--- src/inc/pfs_cfg.svh ---
/*
 * constants of the pin function selector: pin slots, config field
 * positions, pin mode codes and control bit positions.
 * assumes inclusion by bare name, once per compilation unit.
 */
`ifndef PFS_CFG_SVH
`define PFS_CFG_SVH

// pin slots on the pad bank
`define PFS_NUM_PINS 6
`define PFS_PA0 0
`define PFS_PA1 1
`define PFS_PA2 2
`define PFS_PA7 3
`define PFS_PB3 4
`define PFS_PB4 5

// lsb of each pin's 4-bit field in its port config word
`define PFS_PA0_FLD 0
`define PFS_PA1_FLD 4
`define PFS_PA2_FLD 8
`define PFS_PA7_FLD 12
`define PFS_PB3_FLD 12
`define PFS_PB4_FLD 0

// pin mode codes of a config field
`define PFS_CFG_ANALOG 4'h0
`define PFS_CFG_OUT 4'h1
`define PFS_CFG_OUT_OD 4'h5
`define PFS_CFG_IN 4'h4
`define PFS_CFG_IN_PULL 4'h8
`define PFS_CFG_ALT 4'h9
`define PFS_CFG_ALT_OD 4'hd

// control bit positions
`define PFS_REMAP_CH1 4
`define PFS_REMAP_CH3 6
`define PFS_REMAP_CH4 7
`define PFS_SPI_MASTER 4
`define PFS_UART_HS 5
`define PFS_DBG_REG_OFF 4

// output enable bit per timer channel (channel n at bit n-1)
`define PFS_OE_CH1 0
`define PFS_OE_CH3 2
`define PFS_OE_CH4 3

`endif

--- src/inc/pfs_pkg.sv ---
/*
 * types and pin mode decoders of the pin function selector.
 * assumes pfs_cfg.svh on the include path.
 */
`include "pfs_cfg.svh"

package pfs_pkg;

    // serial controller operating mode, in mode select encoding
    typedef enum logic [1:0] {
        PFS_MODE_OFF,
        PFS_MODE_UART,
        PFS_MODE_SPI,
        PFS_MODE_TWI
    } pfs_mode_t;

    // field selects a peripheral output (push-pull or open-drain)
    function automatic logic pfs_is_alt(input logic [3:0] cfg);
        return (cfg == `PFS_CFG_ALT) || (cfg == `PFS_CFG_ALT_OD);
    endfunction

    // field selects an open-drain driver
    function automatic logic pfs_is_od(input logic [3:0] cfg);
        return (cfg == `PFS_CFG_ALT_OD) || (cfg == `PFS_CFG_OUT_OD);
    endfunction

    // field selects general-purpose output
    function automatic logic pfs_is_gpio(input logic [3:0] cfg);
        return (cfg == `PFS_CFG_OUT) || (cfg == `PFS_CFG_OUT_OD);
    endfunction

endpackage

--- src/inc/pfs_alt_if.sv ---
/*
 * per-pin drive request from the routing logic to the pad bank.
 * assumes one bit per pin slot, slot numbers from pfs_cfg.svh.
 */
`timescale 1ns/10ps
`default_nettype none

interface pfs_alt_if #(
    parameter int N = 6
);
    logic [N-1:0] en;   // pin driven after the next clock edge
    logic [N-1:0] val;  // level to drive
    logic [N-1:0] od;   // open-drain: only low is driven

    modport src (output en, output val, output od);
    modport dst (input en, input val, input od);
endinterface

`default_nettype wire

--- src/hw/pfs_top.sv ---
/*
 * pin function selector for six pins: port a pins 0,1,2,7 and port b
 * pins 3,4. routes timer channels, serial controller pins and the
 * external regulator enable, else general-purpose port logic.
 * assumes settings from software registers, inputs synchronous to clk.
 */
// Overview of operation
// - remap bit 6: timer-two ch3 on port b pin 3, else port a pin 1
// - remap bit 7 set puts timer-two ch4 on port b pin 4
// - remap bit 7 clear puts timer-two ch4 on port a pin 2
// - timer-two ch1 uses port a pin 0 only while remap bit 4 clear
// - timer drives pin only with output enabled and alternate function set
// - ser1 spi clock on port b pin 3 unless ch3 output owns it
// - ser1 request-to-send on port b pin 4 unless ch4 output owns it
// - ser2 spi mosi on port a pin 0 unless ch1 output owns it
// - ser2 two-wire data and miso on port a pin 1 unless ch3 owns it
// - spi config bit 4 picks master or slave pin directions
// - ser1 handshake only in uart mode with uart config bit 5 set
// - two-wire data is open-drain when the pin selects alt open-drain
// - port a pin 7 is regulator enable until debug config bit 4 is set
// - port b pin 4 is ser1 slave select in spi slave mode
`timescale 1ns/10ps
`default_nettype none
`include "pfs_cfg.svh"

module pfs_top
    import pfs_pkg::*;
#(
    parameter int N = `PFS_NUM_PINS
) (
    // clock and reset
    input wire logic clk,
    input wire logic srst,
    // timer settings
    input wire logic [7:0] timer_two_remap,
    input wire logic [3:0] timer_two_output_enables,
    input wire logic [3:0] timer_one_output_enables,
    // port settings
    input wire logic [15:0] port_a_low_config,
    input wire logic [15:0] port_a_high_config,
    input wire logic [15:0] port_b_low_config,
    input wire logic [15:0] port_b_high_config,
    input wire logic [7:0] debug_pin_config,
    // serial controller settings
    input wire logic [1:0] ser1_mode_select,
    input wire logic [1:0] ser2_mode_select,
    input wire logic [7:0] ser1_spi_config,
    input wire logic [7:0] ser2_spi_config,
    input wire logic [7:0] ser1_uart_config,
    // timer channels
    input wire logic timer_two_ch1_out,
    input wire logic timer_two_ch3_out,
    input wire logic timer_two_ch4_out,
    input wire logic timer_one_ch4_out,
    output logic timer_two_ch1_in,
    output logic timer_two_ch3_in,
    output logic timer_two_ch4_in,
    output logic timer_one_ch4_in,
    // serial controller one
    input wire logic ser1_spi_clock_out,
    output logic ser1_spi_clock_in,
    input wire logic ser1_request_to_send_n,
    output logic ser1_clear_to_send_n,
    output logic ser1_slave_select_n,
    // serial controller two
    input wire logic ser2_spi_mosi_out,
    output logic ser2_spi_mosi_in,
    input wire logic ser2_spi_miso_out,
    output logic ser2_spi_miso_in,
    input wire logic ser2_twowire_data_out,
    output logic ser2_twowire_data_in,
    // regulator control level, high enables the regulator
    input wire logic ext_reg_enable,
    // general-purpose port logic, one bit per pin slot
    input wire logic [N-1:0] gpio_out,
    output logic [N-1:0] gpio_in,
    // pads
    input wire logic [N-1:0] pad_in,
    output logic [N-1:0] pad_out,
    output logic [N-1:0] pad_oe
);
    pfs_alt_if #(.N(N)) req ();

    logic [3:0] cfg [N];
    logic ch1_here;
    logic ch3_on_b;
    logic ch4_on_b;
    logic t2_ch1_drv;
    logic t2_ch3_drv;
    logic t2_ch4_drv;
    logic t1_ch4_drv;
    logic ch1_owns_pa0;
    logic ch3_owns_pa1;
    logic ch3_owns_pb3;
    logic ch4_owns_pb4;
    logic reg_en_forced;
    logic s1_hs;
    logic s1_master;
    logic s1_slave;
    logic s2_master;
    logic s2_slave;
    logic s2_twi;
    logic [N-1:0] en_d;
    logic [N-1:0] val_d;
    logic [N-1:0] od_d;

    // per-pin config fields
    always_comb begin
        cfg[`PFS_PA0] = port_a_low_config[`PFS_PA0_FLD +: 4];
        cfg[`PFS_PA1] = port_a_low_config[`PFS_PA1_FLD +: 4];
        cfg[`PFS_PA2] = port_a_low_config[`PFS_PA2_FLD +: 4];
        cfg[`PFS_PA7] = port_a_high_config[`PFS_PA7_FLD +: 4];
        cfg[`PFS_PB3] = port_b_low_config[`PFS_PB3_FLD +: 4];
        cfg[`PFS_PB4] = port_b_high_config[`PFS_PB4_FLD +: 4];
    end

    // serial controller one roles
    pfs_ser_mode u_ser1 (
        .mode(ser1_mode_select),
        .spi_master_bit(ser1_spi_config[`PFS_SPI_MASTER]),
        .uart_hs_bit(ser1_uart_config[`PFS_UART_HS]),
        .uart_hs(s1_hs),
        .spi_master(s1_master),
        .spi_slave(s1_slave),
        .twi()
    );

    // serial controller two roles
    pfs_ser_mode u_ser2 (
        .mode(ser2_mode_select),
        .spi_master_bit(ser2_spi_config[`PFS_SPI_MASTER]),
        .uart_hs_bit(1'b0),
        .uart_hs(),
        .spi_master(s2_master),
        .spi_slave(s2_slave),
        .twi(s2_twi)
    );

    // timer channel placement from the remap bits
    assign ch1_here = !timer_two_remap[`PFS_REMAP_CH1];
    assign ch3_on_b = timer_two_remap[`PFS_REMAP_CH3];
    assign ch4_on_b = timer_two_remap[`PFS_REMAP_CH4];

    // channel output enables from the capture-compare enables
    assign t2_ch1_drv = timer_two_output_enables[`PFS_OE_CH1];
    assign t2_ch3_drv = timer_two_output_enables[`PFS_OE_CH3];
    assign t2_ch4_drv = timer_two_output_enables[`PFS_OE_CH4];
    assign t1_ch4_drv = timer_one_output_enables[`PFS_OE_CH4];

    // pin ownership by an enabled timer output; serial pins yield to it
    assign ch1_owns_pa0 = t2_ch1_drv && ch1_here;
    assign ch3_owns_pa1 = t2_ch3_drv && !ch3_on_b;
    assign ch3_owns_pb3 = t2_ch3_drv && ch3_on_b;
    assign ch4_owns_pb4 = t2_ch4_drv && ch4_on_b;

    // regulator enable holds port a pin 7 until released
    assign reg_en_forced = !debug_pin_config[`PFS_DBG_REG_OFF];

    // port a pin 0: timer-two ch1, else ser2 mosi as master, else port
    always_comb begin
        en_d[`PFS_PA0] = 1'b0;
        val_d[`PFS_PA0] = 1'b0;
        od_d[`PFS_PA0] = pfs_is_od(cfg[`PFS_PA0]);
        if (pfs_is_alt(cfg[`PFS_PA0])) begin
            if (ch1_owns_pa0) begin
                en_d[`PFS_PA0] = 1'b1;
                val_d[`PFS_PA0] = timer_two_ch1_out;
            end else if (s2_master) begin
                en_d[`PFS_PA0] = 1'b1;
                val_d[`PFS_PA0] = ser2_spi_mosi_out;
            end
        end else if (pfs_is_gpio(cfg[`PFS_PA0])) begin
            en_d[`PFS_PA0] = 1'b1;
            val_d[`PFS_PA0] = gpio_out[`PFS_PA0];
        end
    end

    // port a pin 1: timer-two ch3, else ser2 two-wire or miso, else port
    always_comb begin
        en_d[`PFS_PA1] = 1'b0;
        val_d[`PFS_PA1] = 1'b0;
        od_d[`PFS_PA1] = pfs_is_od(cfg[`PFS_PA1]);
        if (pfs_is_alt(cfg[`PFS_PA1])) begin
            if (ch3_owns_pa1) begin
                en_d[`PFS_PA1] = 1'b1;
                val_d[`PFS_PA1] = timer_two_ch3_out;
            end else if (s2_twi) begin
                // only an open-drain field may carry the data line
                en_d[`PFS_PA1] = cfg[`PFS_PA1] == `PFS_CFG_ALT_OD;
                val_d[`PFS_PA1] = ser2_twowire_data_out;
            end else if (s2_slave) begin
                en_d[`PFS_PA1] = 1'b1;
                val_d[`PFS_PA1] = ser2_spi_miso_out;
            end
        end else if (pfs_is_gpio(cfg[`PFS_PA1])) begin
            en_d[`PFS_PA1] = 1'b1;
            val_d[`PFS_PA1] = gpio_out[`PFS_PA1];
        end
    end

    // port a pin 2: timer-two ch4 when not remapped, else port
    always_comb begin
        en_d[`PFS_PA2] = 1'b0;
        val_d[`PFS_PA2] = 1'b0;
        od_d[`PFS_PA2] = pfs_is_od(cfg[`PFS_PA2]);
        if (pfs_is_alt(cfg[`PFS_PA2])) begin
            en_d[`PFS_PA2] = t2_ch4_drv && !ch4_on_b;
            val_d[`PFS_PA2] = timer_two_ch4_out;
        end else if (pfs_is_gpio(cfg[`PFS_PA2])) begin
            en_d[`PFS_PA2] = 1'b1;
            val_d[`PFS_PA2] = gpio_out[`PFS_PA2];
        end
    end

    // port a pin 7: regulator enable first, then timer-one ch4 or port
    always_comb begin
        en_d[`PFS_PA7] = 1'b0;
        val_d[`PFS_PA7] = 1'b0;
        od_d[`PFS_PA7] = pfs_is_od(cfg[`PFS_PA7]);
        if (reg_en_forced) begin
            // open-drain, pulled low while the regulator is off
            en_d[`PFS_PA7] = 1'b1;
            val_d[`PFS_PA7] = ext_reg_enable;
            od_d[`PFS_PA7] = 1'b1;
        end else if (pfs_is_alt(cfg[`PFS_PA7])) begin
            en_d[`PFS_PA7] = t1_ch4_drv;
            val_d[`PFS_PA7] = timer_one_ch4_out;
        end else if (pfs_is_gpio(cfg[`PFS_PA7])) begin
            en_d[`PFS_PA7] = 1'b1;
            val_d[`PFS_PA7] = gpio_out[`PFS_PA7];
        end
    end

    // port b pin 3: timer-two ch3 when remapped, else ser1 clock, else port
    always_comb begin
        en_d[`PFS_PB3] = 1'b0;
        val_d[`PFS_PB3] = 1'b0;
        od_d[`PFS_PB3] = pfs_is_od(cfg[`PFS_PB3]);
        if (pfs_is_alt(cfg[`PFS_PB3])) begin
            if (ch3_owns_pb3) begin
                en_d[`PFS_PB3] = 1'b1;
                val_d[`PFS_PB3] = timer_two_ch3_out;
            end else if (s1_master) begin
                en_d[`PFS_PB3] = 1'b1;
                val_d[`PFS_PB3] = ser1_spi_clock_out;
            end
        end else if (pfs_is_gpio(cfg[`PFS_PB3])) begin
            en_d[`PFS_PB3] = 1'b1;
            val_d[`PFS_PB3] = gpio_out[`PFS_PB3];
        end
    end

    // port b pin 4: timer-two ch4 when remapped, else ser1 rts, else port
    always_comb begin
        en_d[`PFS_PB4] = 1'b0;
        val_d[`PFS_PB4] = 1'b0;
        od_d[`PFS_PB4] = pfs_is_od(cfg[`PFS_PB4]);
        if (pfs_is_alt(cfg[`PFS_PB4])) begin
            if (ch4_owns_pb4) begin
                en_d[`PFS_PB4] = 1'b1;
                val_d[`PFS_PB4] = timer_two_ch4_out;
            end else if (s1_hs) begin
                en_d[`PFS_PB4] = 1'b1;
                val_d[`PFS_PB4] = ser1_request_to_send_n;
            end
        end else if (pfs_is_gpio(cfg[`PFS_PB4])) begin
            en_d[`PFS_PB4] = 1'b1;
            val_d[`PFS_PB4] = gpio_out[`PFS_PB4];
        end
    end

    // hand the drive requests to the pad bank
    assign req.en = en_d;
    assign req.val = val_d;
    assign req.od = od_d;

    pfs_pad_bank #(.N(N)) u_pads (
        .clk(clk),
        .srst(srst),
        .req(req),
        .pad_in(pad_in),
        .pad_out(pad_out),
        .pad_oe(pad_oe),
        .pin_q(gpio_in)
    );

    // timer channel inputs follow the channel's current pin
    always_ff @(posedge clk) begin
        if (srst) begin
            timer_two_ch1_in <= 1'b0;
            timer_two_ch3_in <= 1'b0;
            timer_two_ch4_in <= 1'b0;
            timer_one_ch4_in <= 1'b0;
        end else begin
            timer_two_ch1_in <= ch1_here && pad_in[`PFS_PA0];
            timer_two_ch3_in <= ch3_on_b ? pad_in[`PFS_PB3]
                                         : pad_in[`PFS_PA1];
            timer_two_ch4_in <= ch4_on_b ? pad_in[`PFS_PB4]
                                         : pad_in[`PFS_PA2];
            timer_one_ch4_in <= pad_in[`PFS_PA7];
        end
    end

    // serial controller one inputs; idle levels when the role is off
    always_ff @(posedge clk) begin
        if (srst) begin
            ser1_spi_clock_in <= 1'b0;
            ser1_clear_to_send_n <= 1'b0;
            ser1_slave_select_n <= 1'b1;
        end else begin
            ser1_spi_clock_in <= s1_slave && pad_in[`PFS_PB3];
            // without handshake the sender is always cleared
            ser1_clear_to_send_n <= s1_hs && pad_in[`PFS_PB3];
            ser1_slave_select_n <= !s1_slave
                                   || pad_in[`PFS_PB4];
        end
    end

    // serial controller two inputs; idle levels when the role is off
    always_ff @(posedge clk) begin
        if (srst) begin
            ser2_spi_mosi_in <= 1'b0;
            ser2_spi_miso_in <= 1'b0;
            ser2_twowire_data_in <= 1'b1;
        end else begin
            ser2_spi_mosi_in <= s2_slave && pad_in[`PFS_PA0];
            ser2_spi_miso_in <= s2_master && pad_in[`PFS_PA1];
            // idle-high line when two-wire mode is off
            ser2_twowire_data_in <= !s2_twi || pad_in[`PFS_PA1];
        end
    end
endmodule

`default_nettype wire

--- src/hw/pfs_ser_mode.sv ---
/*
 * decodes one serial controller's mode and option bits into the
 * pin roles it needs.
 * assumes mode and config inputs held stable by software.
 */
`timescale 1ns/10ps
`default_nettype none

module pfs_ser_mode
    import pfs_pkg::*;
(
    // controller settings
    input wire logic [1:0] mode,
    input wire logic spi_master_bit,
    input wire logic uart_hs_bit,
    // decoded roles
    output logic uart_hs,
    output logic spi_master,
    output logic spi_slave,
    output logic twi
);
    pfs_mode_t m;

    // role decode from mode and option bits
    always_comb begin
        m = pfs_mode_t'(mode);
        uart_hs = (m == PFS_MODE_UART) && uart_hs_bit;
        spi_master = (m == PFS_MODE_SPI) && spi_master_bit;
        spi_slave = (m == PFS_MODE_SPI) && !spi_master_bit;
        twi = (m == PFS_MODE_TWI);
    end
endmodule

`default_nettype wire

--- src/hw/pfs_pad_bank.sv ---
/*
 * output registers of the pad bank: level and enable per pin, with
 * open-drain handling, plus registered pin sampling.
 * assumes pad inputs synchronous to clk; testbench resolves the wire.
 */
`timescale 1ns/10ps
`default_nettype none

module pfs_pad_bank #(
    parameter int N = 6
) (
    // clock and reset
    input wire logic clk,
    input wire logic srst,
    // drive requests
    pfs_alt_if.dst req,
    // pads
    input wire logic [N-1:0] pad_in,
    output logic [N-1:0] pad_out,
    output logic [N-1:0] pad_oe,
    output logic [N-1:0] pin_q
);
    genvar i;

    // one driver per pin; open-drain drives only the low level
    generate
        for (i = 0; i < N; i++) begin : g_pin
            always_ff @(posedge clk) begin
                if (srst) begin
                    pad_out[i] <= 1'b0;
                    pad_oe[i] <= 1'b0;
                end else begin
                    pad_out[i] <= req.od[i] ? 1'b0 : req.val[i];
                    pad_oe[i] <= req.en[i] && !(req.od[i] && req.val[i]);
                end
            end
        end
    endgenerate

    // pin sampling for the port logic
    always_ff @(posedge clk) begin
        if (srst) begin
            pin_q <= '0;
        end else begin
            pin_q <= pad_in;
        end
    end
endmodule

`default_nettype wire

--- config.mk ---
export PLATFORM = sky130hd
export DESIGN_NAME = pfs_top
export DESIGN_NICKNAME = d
export VERILOG_FILES = /design/src/inc/pfs_pkg.sv /design/src/inc/pfs_alt_if.sv /design/src/hw/pfs_top.sv /design/src/hw/pfs_ser_mode.sv /design/src/hw/pfs_pad_bank.sv
export VERILOG_INCLUDE_DIRS = /design/src /design/src/inc
export SDC_FILE = /design/constraint.sdc
export NUM_CORES = 1
export LEC_CHECK = 0
export BUFFER_PORTS_ARGS = -buffer_cell sky130_fd_sc_hd__buf_2
export CAP_MARGIN = 20
export CORE_AREA = 2 2 65 67
export CTS_BUF_LIST = sky130_fd_sc_hd__clkbuf_8
export DETAILED_ROUTE_END_ITERATION = 7
export DIE_AREA = 0 0 67 69
export GPL_ROUTABILITY_DRIVEN = 0
export MAX_ROUTING_LAYER = met4
export PLACE_DENSITY = 0.81
export SLEW_MARGIN = 10
export SYNTH_ARGS = -nofsm -noshare
export SYNTH_HDL_FRONTEND = slang
export SYNTH_SLANG_ARGS = --single-unit
--- constraint.sdc ---
create_clock -name clk -period 1.4 [get_ports clk]
set_input_delay 0.21 -clock clk [delete_from_list [all_inputs] [get_ports clk]]
set_output_delay 0.21 -clock clk [all_outputs]
set_load 0.005 [all_outputs]
# --- Yosys cells after proc, flatten, opt, wreduce, memory -nomap -nowiden ---
# Cells that the tools add are included.
word_totals:
  reg_bits: 28
  in_bits: 140
  out_inout_bits: 28
op_classes:
  n_eq_ne: 28
  muxes: 47
  reduce_logical: 66
op_table:
  columns: ["cell", "n"]
  rows:
  - ["$eq 4x4->1 const B", 12]
  - ["$mux 1", 47]
  - ["$logic_and 1x1->1", 27]
  - ["$eq 4x1->1 const B", 6]
  - ["$eq 4x3->1 const B", 6]
  - ["$logic_or 1x1->1", 20]
  - ["$logic_not 1->1", 13]
  - ["$reduce_or 2->1", 6]
  - ["$eq 2x2->1 const B", 3]
  - ["$eq 2x1->1 const B", 1]

# --- Logic depth before layout (Yosys ltp) ---
depth:
  ltp_word: 9
  mapped_depth: 4
  ltp_nobuf: 4

# --- Modules after synthesis ---
# From an unflattened synthesis, not the netlist that was laid out.
unflattened:
  hier_cells: 136
  hier_area_um2: 1313.8
modules_own_cells:
  columns: ["module", "instances", "cells_per_inst", "area_each_um2"]
  rows:
  - ["pfs_top", 1, 84, 640.6]
  - ["pfs_pad_bank", 1, 44, 595.6]
  - ["pfs_ser_mode", 2, 4, 38.8]

# --- Worst setup path before layout ---
# Ideal clock, no wire load.
synth_path:
  path_kind: "input to register"
  startpoint: "input port ser1_mode_select[0]"
  endpoint: "register ser1_slave_select_n"
  setup_time_ns: 0.127
  arrival_time_ns: 0.871
  setup_slack_ns: 0.402
  path_stages: 2
  cell_sequence: "or3b_1 -> or3_1"
synth_between:
  elab_chain_cells: 4
synth_rtl:
  columns: ["item", "line_no", "text"]
  rows:
  - ["from (decl)", "pfs_top.sv:45", "input wire logic [1:0] ser1_mode_select,"]
  - ["$eq 2x2->1", "pfs_ser_mode.sv:29", "spi_slave = (m == PFS_MODE_SPI) && !spi_master_bit;"]
  - ["$logic_and 1x1->1", "pfs_ser_mode.sv:29", null]
  - ["$logic_not 1->1", "pfs_top.sv:314", "ser1_slave_select_n <= !s1_slave"]
  - ["$logic_or 1x1->1", "pfs_top.sv:314", null]
  - ["to (signal assigned)", "pfs_top.sv:314", null]
  - ["to (decl)", "pfs_top.sv:64", "output logic ser1_slave_select_n,"]
# Every way passes these cells.
# A chain may end at the register's enable or synchronous reset.

# --- Worst setup path after layout ---
layout_path:
  startpoint: "register u_pads.pad_oe[3]"
  endpoint: "output port pad_oe[3]"
layout_rtl:
  columns: ["item", "line_no", "text"]
  rows:
  - ["from (decl)", "pfs_pad_bank.sv:20", "output logic [N-1:0] pad_oe,"]
  - ["from (signal, indexed assignment)", "pfs_pad_bank.sv:34", "pad_oe[i] <= req.en[i] && !(req.od[i] && req.val[i]);"]
  - ["to (decl)", "pfs_top.sv:80", "output logic [N-1:0] pad_oe"]
# No word-level cell between the ends.

==> reports/qor.yml <==
status: "completed"
nets: 350
relSlewSlack: 0.833
die-area_um2: 4620
drv_slew: 0
finalHoldWorstSlack_ns: 0.0991
clk_pin_slew_ns: 0.09
diodes: 0
wl_per_cell_um: 11.4
critPathMaxStageDelay_ns: 0.33
syn_inst: 116
grtUsageMet1: 0.149
ys_warn_count: 0
layout.cells.non_filler: 259
synthToLayoutAreaGrowth_pct: 51.2
cp_num_cells: 1
cp_num_buf_inv: 1
setup_tns_ns: 0
grt_usage: 0.128
fmax_mhz: 1100
yosysSeqAreaShare: 0.499
layout-drive-gt1-share: 0.455
grt_max_degree: 15
rsz0062_at_grt: "false"
end_kind: "output port"
crit_chain: "buf_2"
startpoint_type: "flip-flop"
num_vias: 1145
io_buffers: 90
cts_made_buffers: 3
dpl_cell_area_um2: 1590
power.density_nw_per_um2: 896
grt_antenna_before_repair: 0
cts_tree: "yes"
postCtsHoldBufs: 0
crit_required_ns: 1.19
htree_levels: 1
cap_violations: 0
post_cts_buffers: 0
ctsLongestPathBuffers: 2
syn_area_per_cell_um2: 9.34
drc: 0
ys_types: 32
start_util: 0.277
die_h_um: 69
finalSetupViolCount: 0
dp_cells: 255
crit_slowest_cell: "dfxtp_1"
drtAntennaViolNets: 0
worstHoldPathType: "input pin to flip-flop"
fin_crit_ns: 0.912
grt_first_pass_wirelength_um: 4550
vias_per_cell: 4.42
dr.pass1.iters: 4
whs_path_depth: 2
netlist_area_um2: 1080
grt.met3_usage: 0.0228
syn-num-nets: 256
cts.repair.resized: 0
top_usage_layer: "met2"
use_met2: 0.218
drtIter0Drc: 41
finalCritPeriodShare: 0.651
placementRows: 23
critPathArrivalTime_ns: 0.70
ir_worst_vdd_v: 0.000281
hold_viol_final: 0
n_fill_cell: 418
worst-setup-path-type: "flip-flop to output port"
cp_top_family: "flip-flops"
cts-root-buf: "clkbuf_8"
cts_sinks: 27
worst_pin_slew_ns: 0.251
die_w_um: 67
path_max_fanout: 1
grt_overflow_total: 0
dpl.hpwl_um: 2530
synth_seq_cells: 27
finalWirelength_um: 2950
coreArea_um2: 3910
p_leak_nw: 0.861
fin_area_um2: 1640
io_pins: 168
grt_pass1_vias: 1089
## final cells by class
class | count | area (um^2) | area share
clock buffers | 3 | 41.3 | 0.0252
repair buffers | 91 | 458 | 0.280
clock inverters | 1 | 3.75 | 0.00229
flip-flops and latches | 27 | 541 | 0.330
well taps | 50 | 62.6 | 0.0382
multi-input cells | 77 | 494 | 0.302
inverters | 10 | 37.5 | 0.0229
## layer usage
metal | vias to the layer above | part of all wire
met2 | 48 | 0.48
met1 | 500 | 0.44
met4 | 0 | 0.0078
li1 | 595 | -
met5 | - | 0
met3 | 2 | 0.076
## power breakdown
part           leakage (nW)  internal, W  switching [W]
combinational         0.613     0.000131       0.000112
sequential            0.221     0.000793     0.00000582
clock                0.0269     0.000196       0.000229
total                 0.861      0.00112       0.000347
## cells in the mapped netlist
| cell type | instances | area (um^2) |
|---|---|---|
| dfxtp_1 | 27 | 541 |
| inv_1 | 10 | 37.5 |
| nor2_1 | 10 | 37.5 |
| nand2_1 | 9 | 33.8 |
| nor2b_1 | 6 | 37.5 |
| nand2b_1 | 5 | 31.3 |
| a21oi_1 | 4 | 20.0 |
| mux2i_1 | 4 | 40.0 |
| nand3_1 | 4 | 20.0 |
| nand3b_1 | 4 | 30.0 |
| nor3b_1 | 4 | 30.0 |
| or3b_1 | 3 | 26.3 |
| a31o_1 | 2 | 17.5 |
| a41oi_1 | 2 | 17.5 |
| nand4_1 | 2 | 12.5 |
| nor4_1 | 2 | 12.5 |
| o221ai_1 | 2 | 17.5 |
| o22ai_1 | 2 | 12.5 |
| a2111oi_2 | 1 | 15.0 |
| a22o_1 | 1 | 8.76 |
| a31oi_1 | 1 | 6.26 |
| and2_1 | 1 | 6.26 |
| buf_4 | 1 | 7.51 |
| clkbuf_1 | 1 | 3.75 |
| nor3_1 | 1 | 5.00 |
| nor4b_1 | 1 | 8.76 |
| o211a_1 | 1 | 10.0 |
| o21ai_0 | 1 | 5.00 |
| o21bai_1 | 1 | 7.51 |
| o2bb2ai_1 | 1 | 8.76 |
| o32a_1 | 1 | 10.0 |
| or3_1 | 1 | 6.26 |
## cell usage in the layout, fill, tap and decap left out, types with 2 or more instances in the layout
| cell | Yosys | routed |
|---|---|---|
| a21oi_1 | 4 | 4 |
| a31o_1 | 2 | 2 |
| a41oi_1 | 2 | 2 |
| buf_2 | 0 | 90 |
| clkbuf_8 | 0 | 3 |
| dfxtp_1 | 27 | 27 |
| inv_1 | 10 | 11 |
| mux2i_1 | 4 | 4 |
| nand2_1 | 9 | 9 |
| nand2b_1 | 5 | 5 |
| nand3_1 | 4 | 4 |
| nand3b_1 | 4 | 4 |
| nand4_1 | 2 | 2 |
| nor2_1 | 10 | 10 |
| nor2b_1 | 6 | 6 |
| nor3b_1 | 4 | 4 |
| nor4_1 | 2 | 2 |
| o221ai_1 | 2 | 2 |
| o22ai_1 | 2 | 2 |
| or3b_1 | 3 | 3 |
## final timing paths
path          startpoint                to  slack [ns]
max     u_pads.pad_oe[3]         pad_oe[3]        0.49
min   timer_two_remap[4]  timer_two_ch1_in         0.1
## flip-flops by register name, indices dropped and copies added (netlist names)
signal and cells:
timer_two_ch3_in 1, ser1_spi_clock_in 1, u_pads.pad_oe 6, u_pads.pin_q 6, ser2_spi_mosi_in 1, ser1_slave_select_n 1
ser2_spi_miso_in 1, ser2_twowire_data_in 1, timer_two_ch4_in 1, ser1_clear_to_send_n 1, u_pads.pad_out 6, timer_two_ch1_in 1
## metrics by stage
stage	worst slack, ns	power [W]	util
after floorplan	0.402	0.000910	-
after global placement	0.198	0.00106	0.407
after detailed placement	0.212	0.00106	0.407
after CTS	0.474	0.00149	0.418
after global routing	0.433	0.00155	0.418
final	0.488	0.00147	0.418
## cells by family (layout without fill, tap and decap cells)
logic type,after synthesis,after routing,synth area share
DFF,27,27,0.499
AOI/OAI and AO/OA,20,20,0.144
buffers and inverters,12,105,0.0450
muxes,4,4,0.0370
and+or+nand+nor,53,53,0.275
Power figures use the tool's default switching activity.
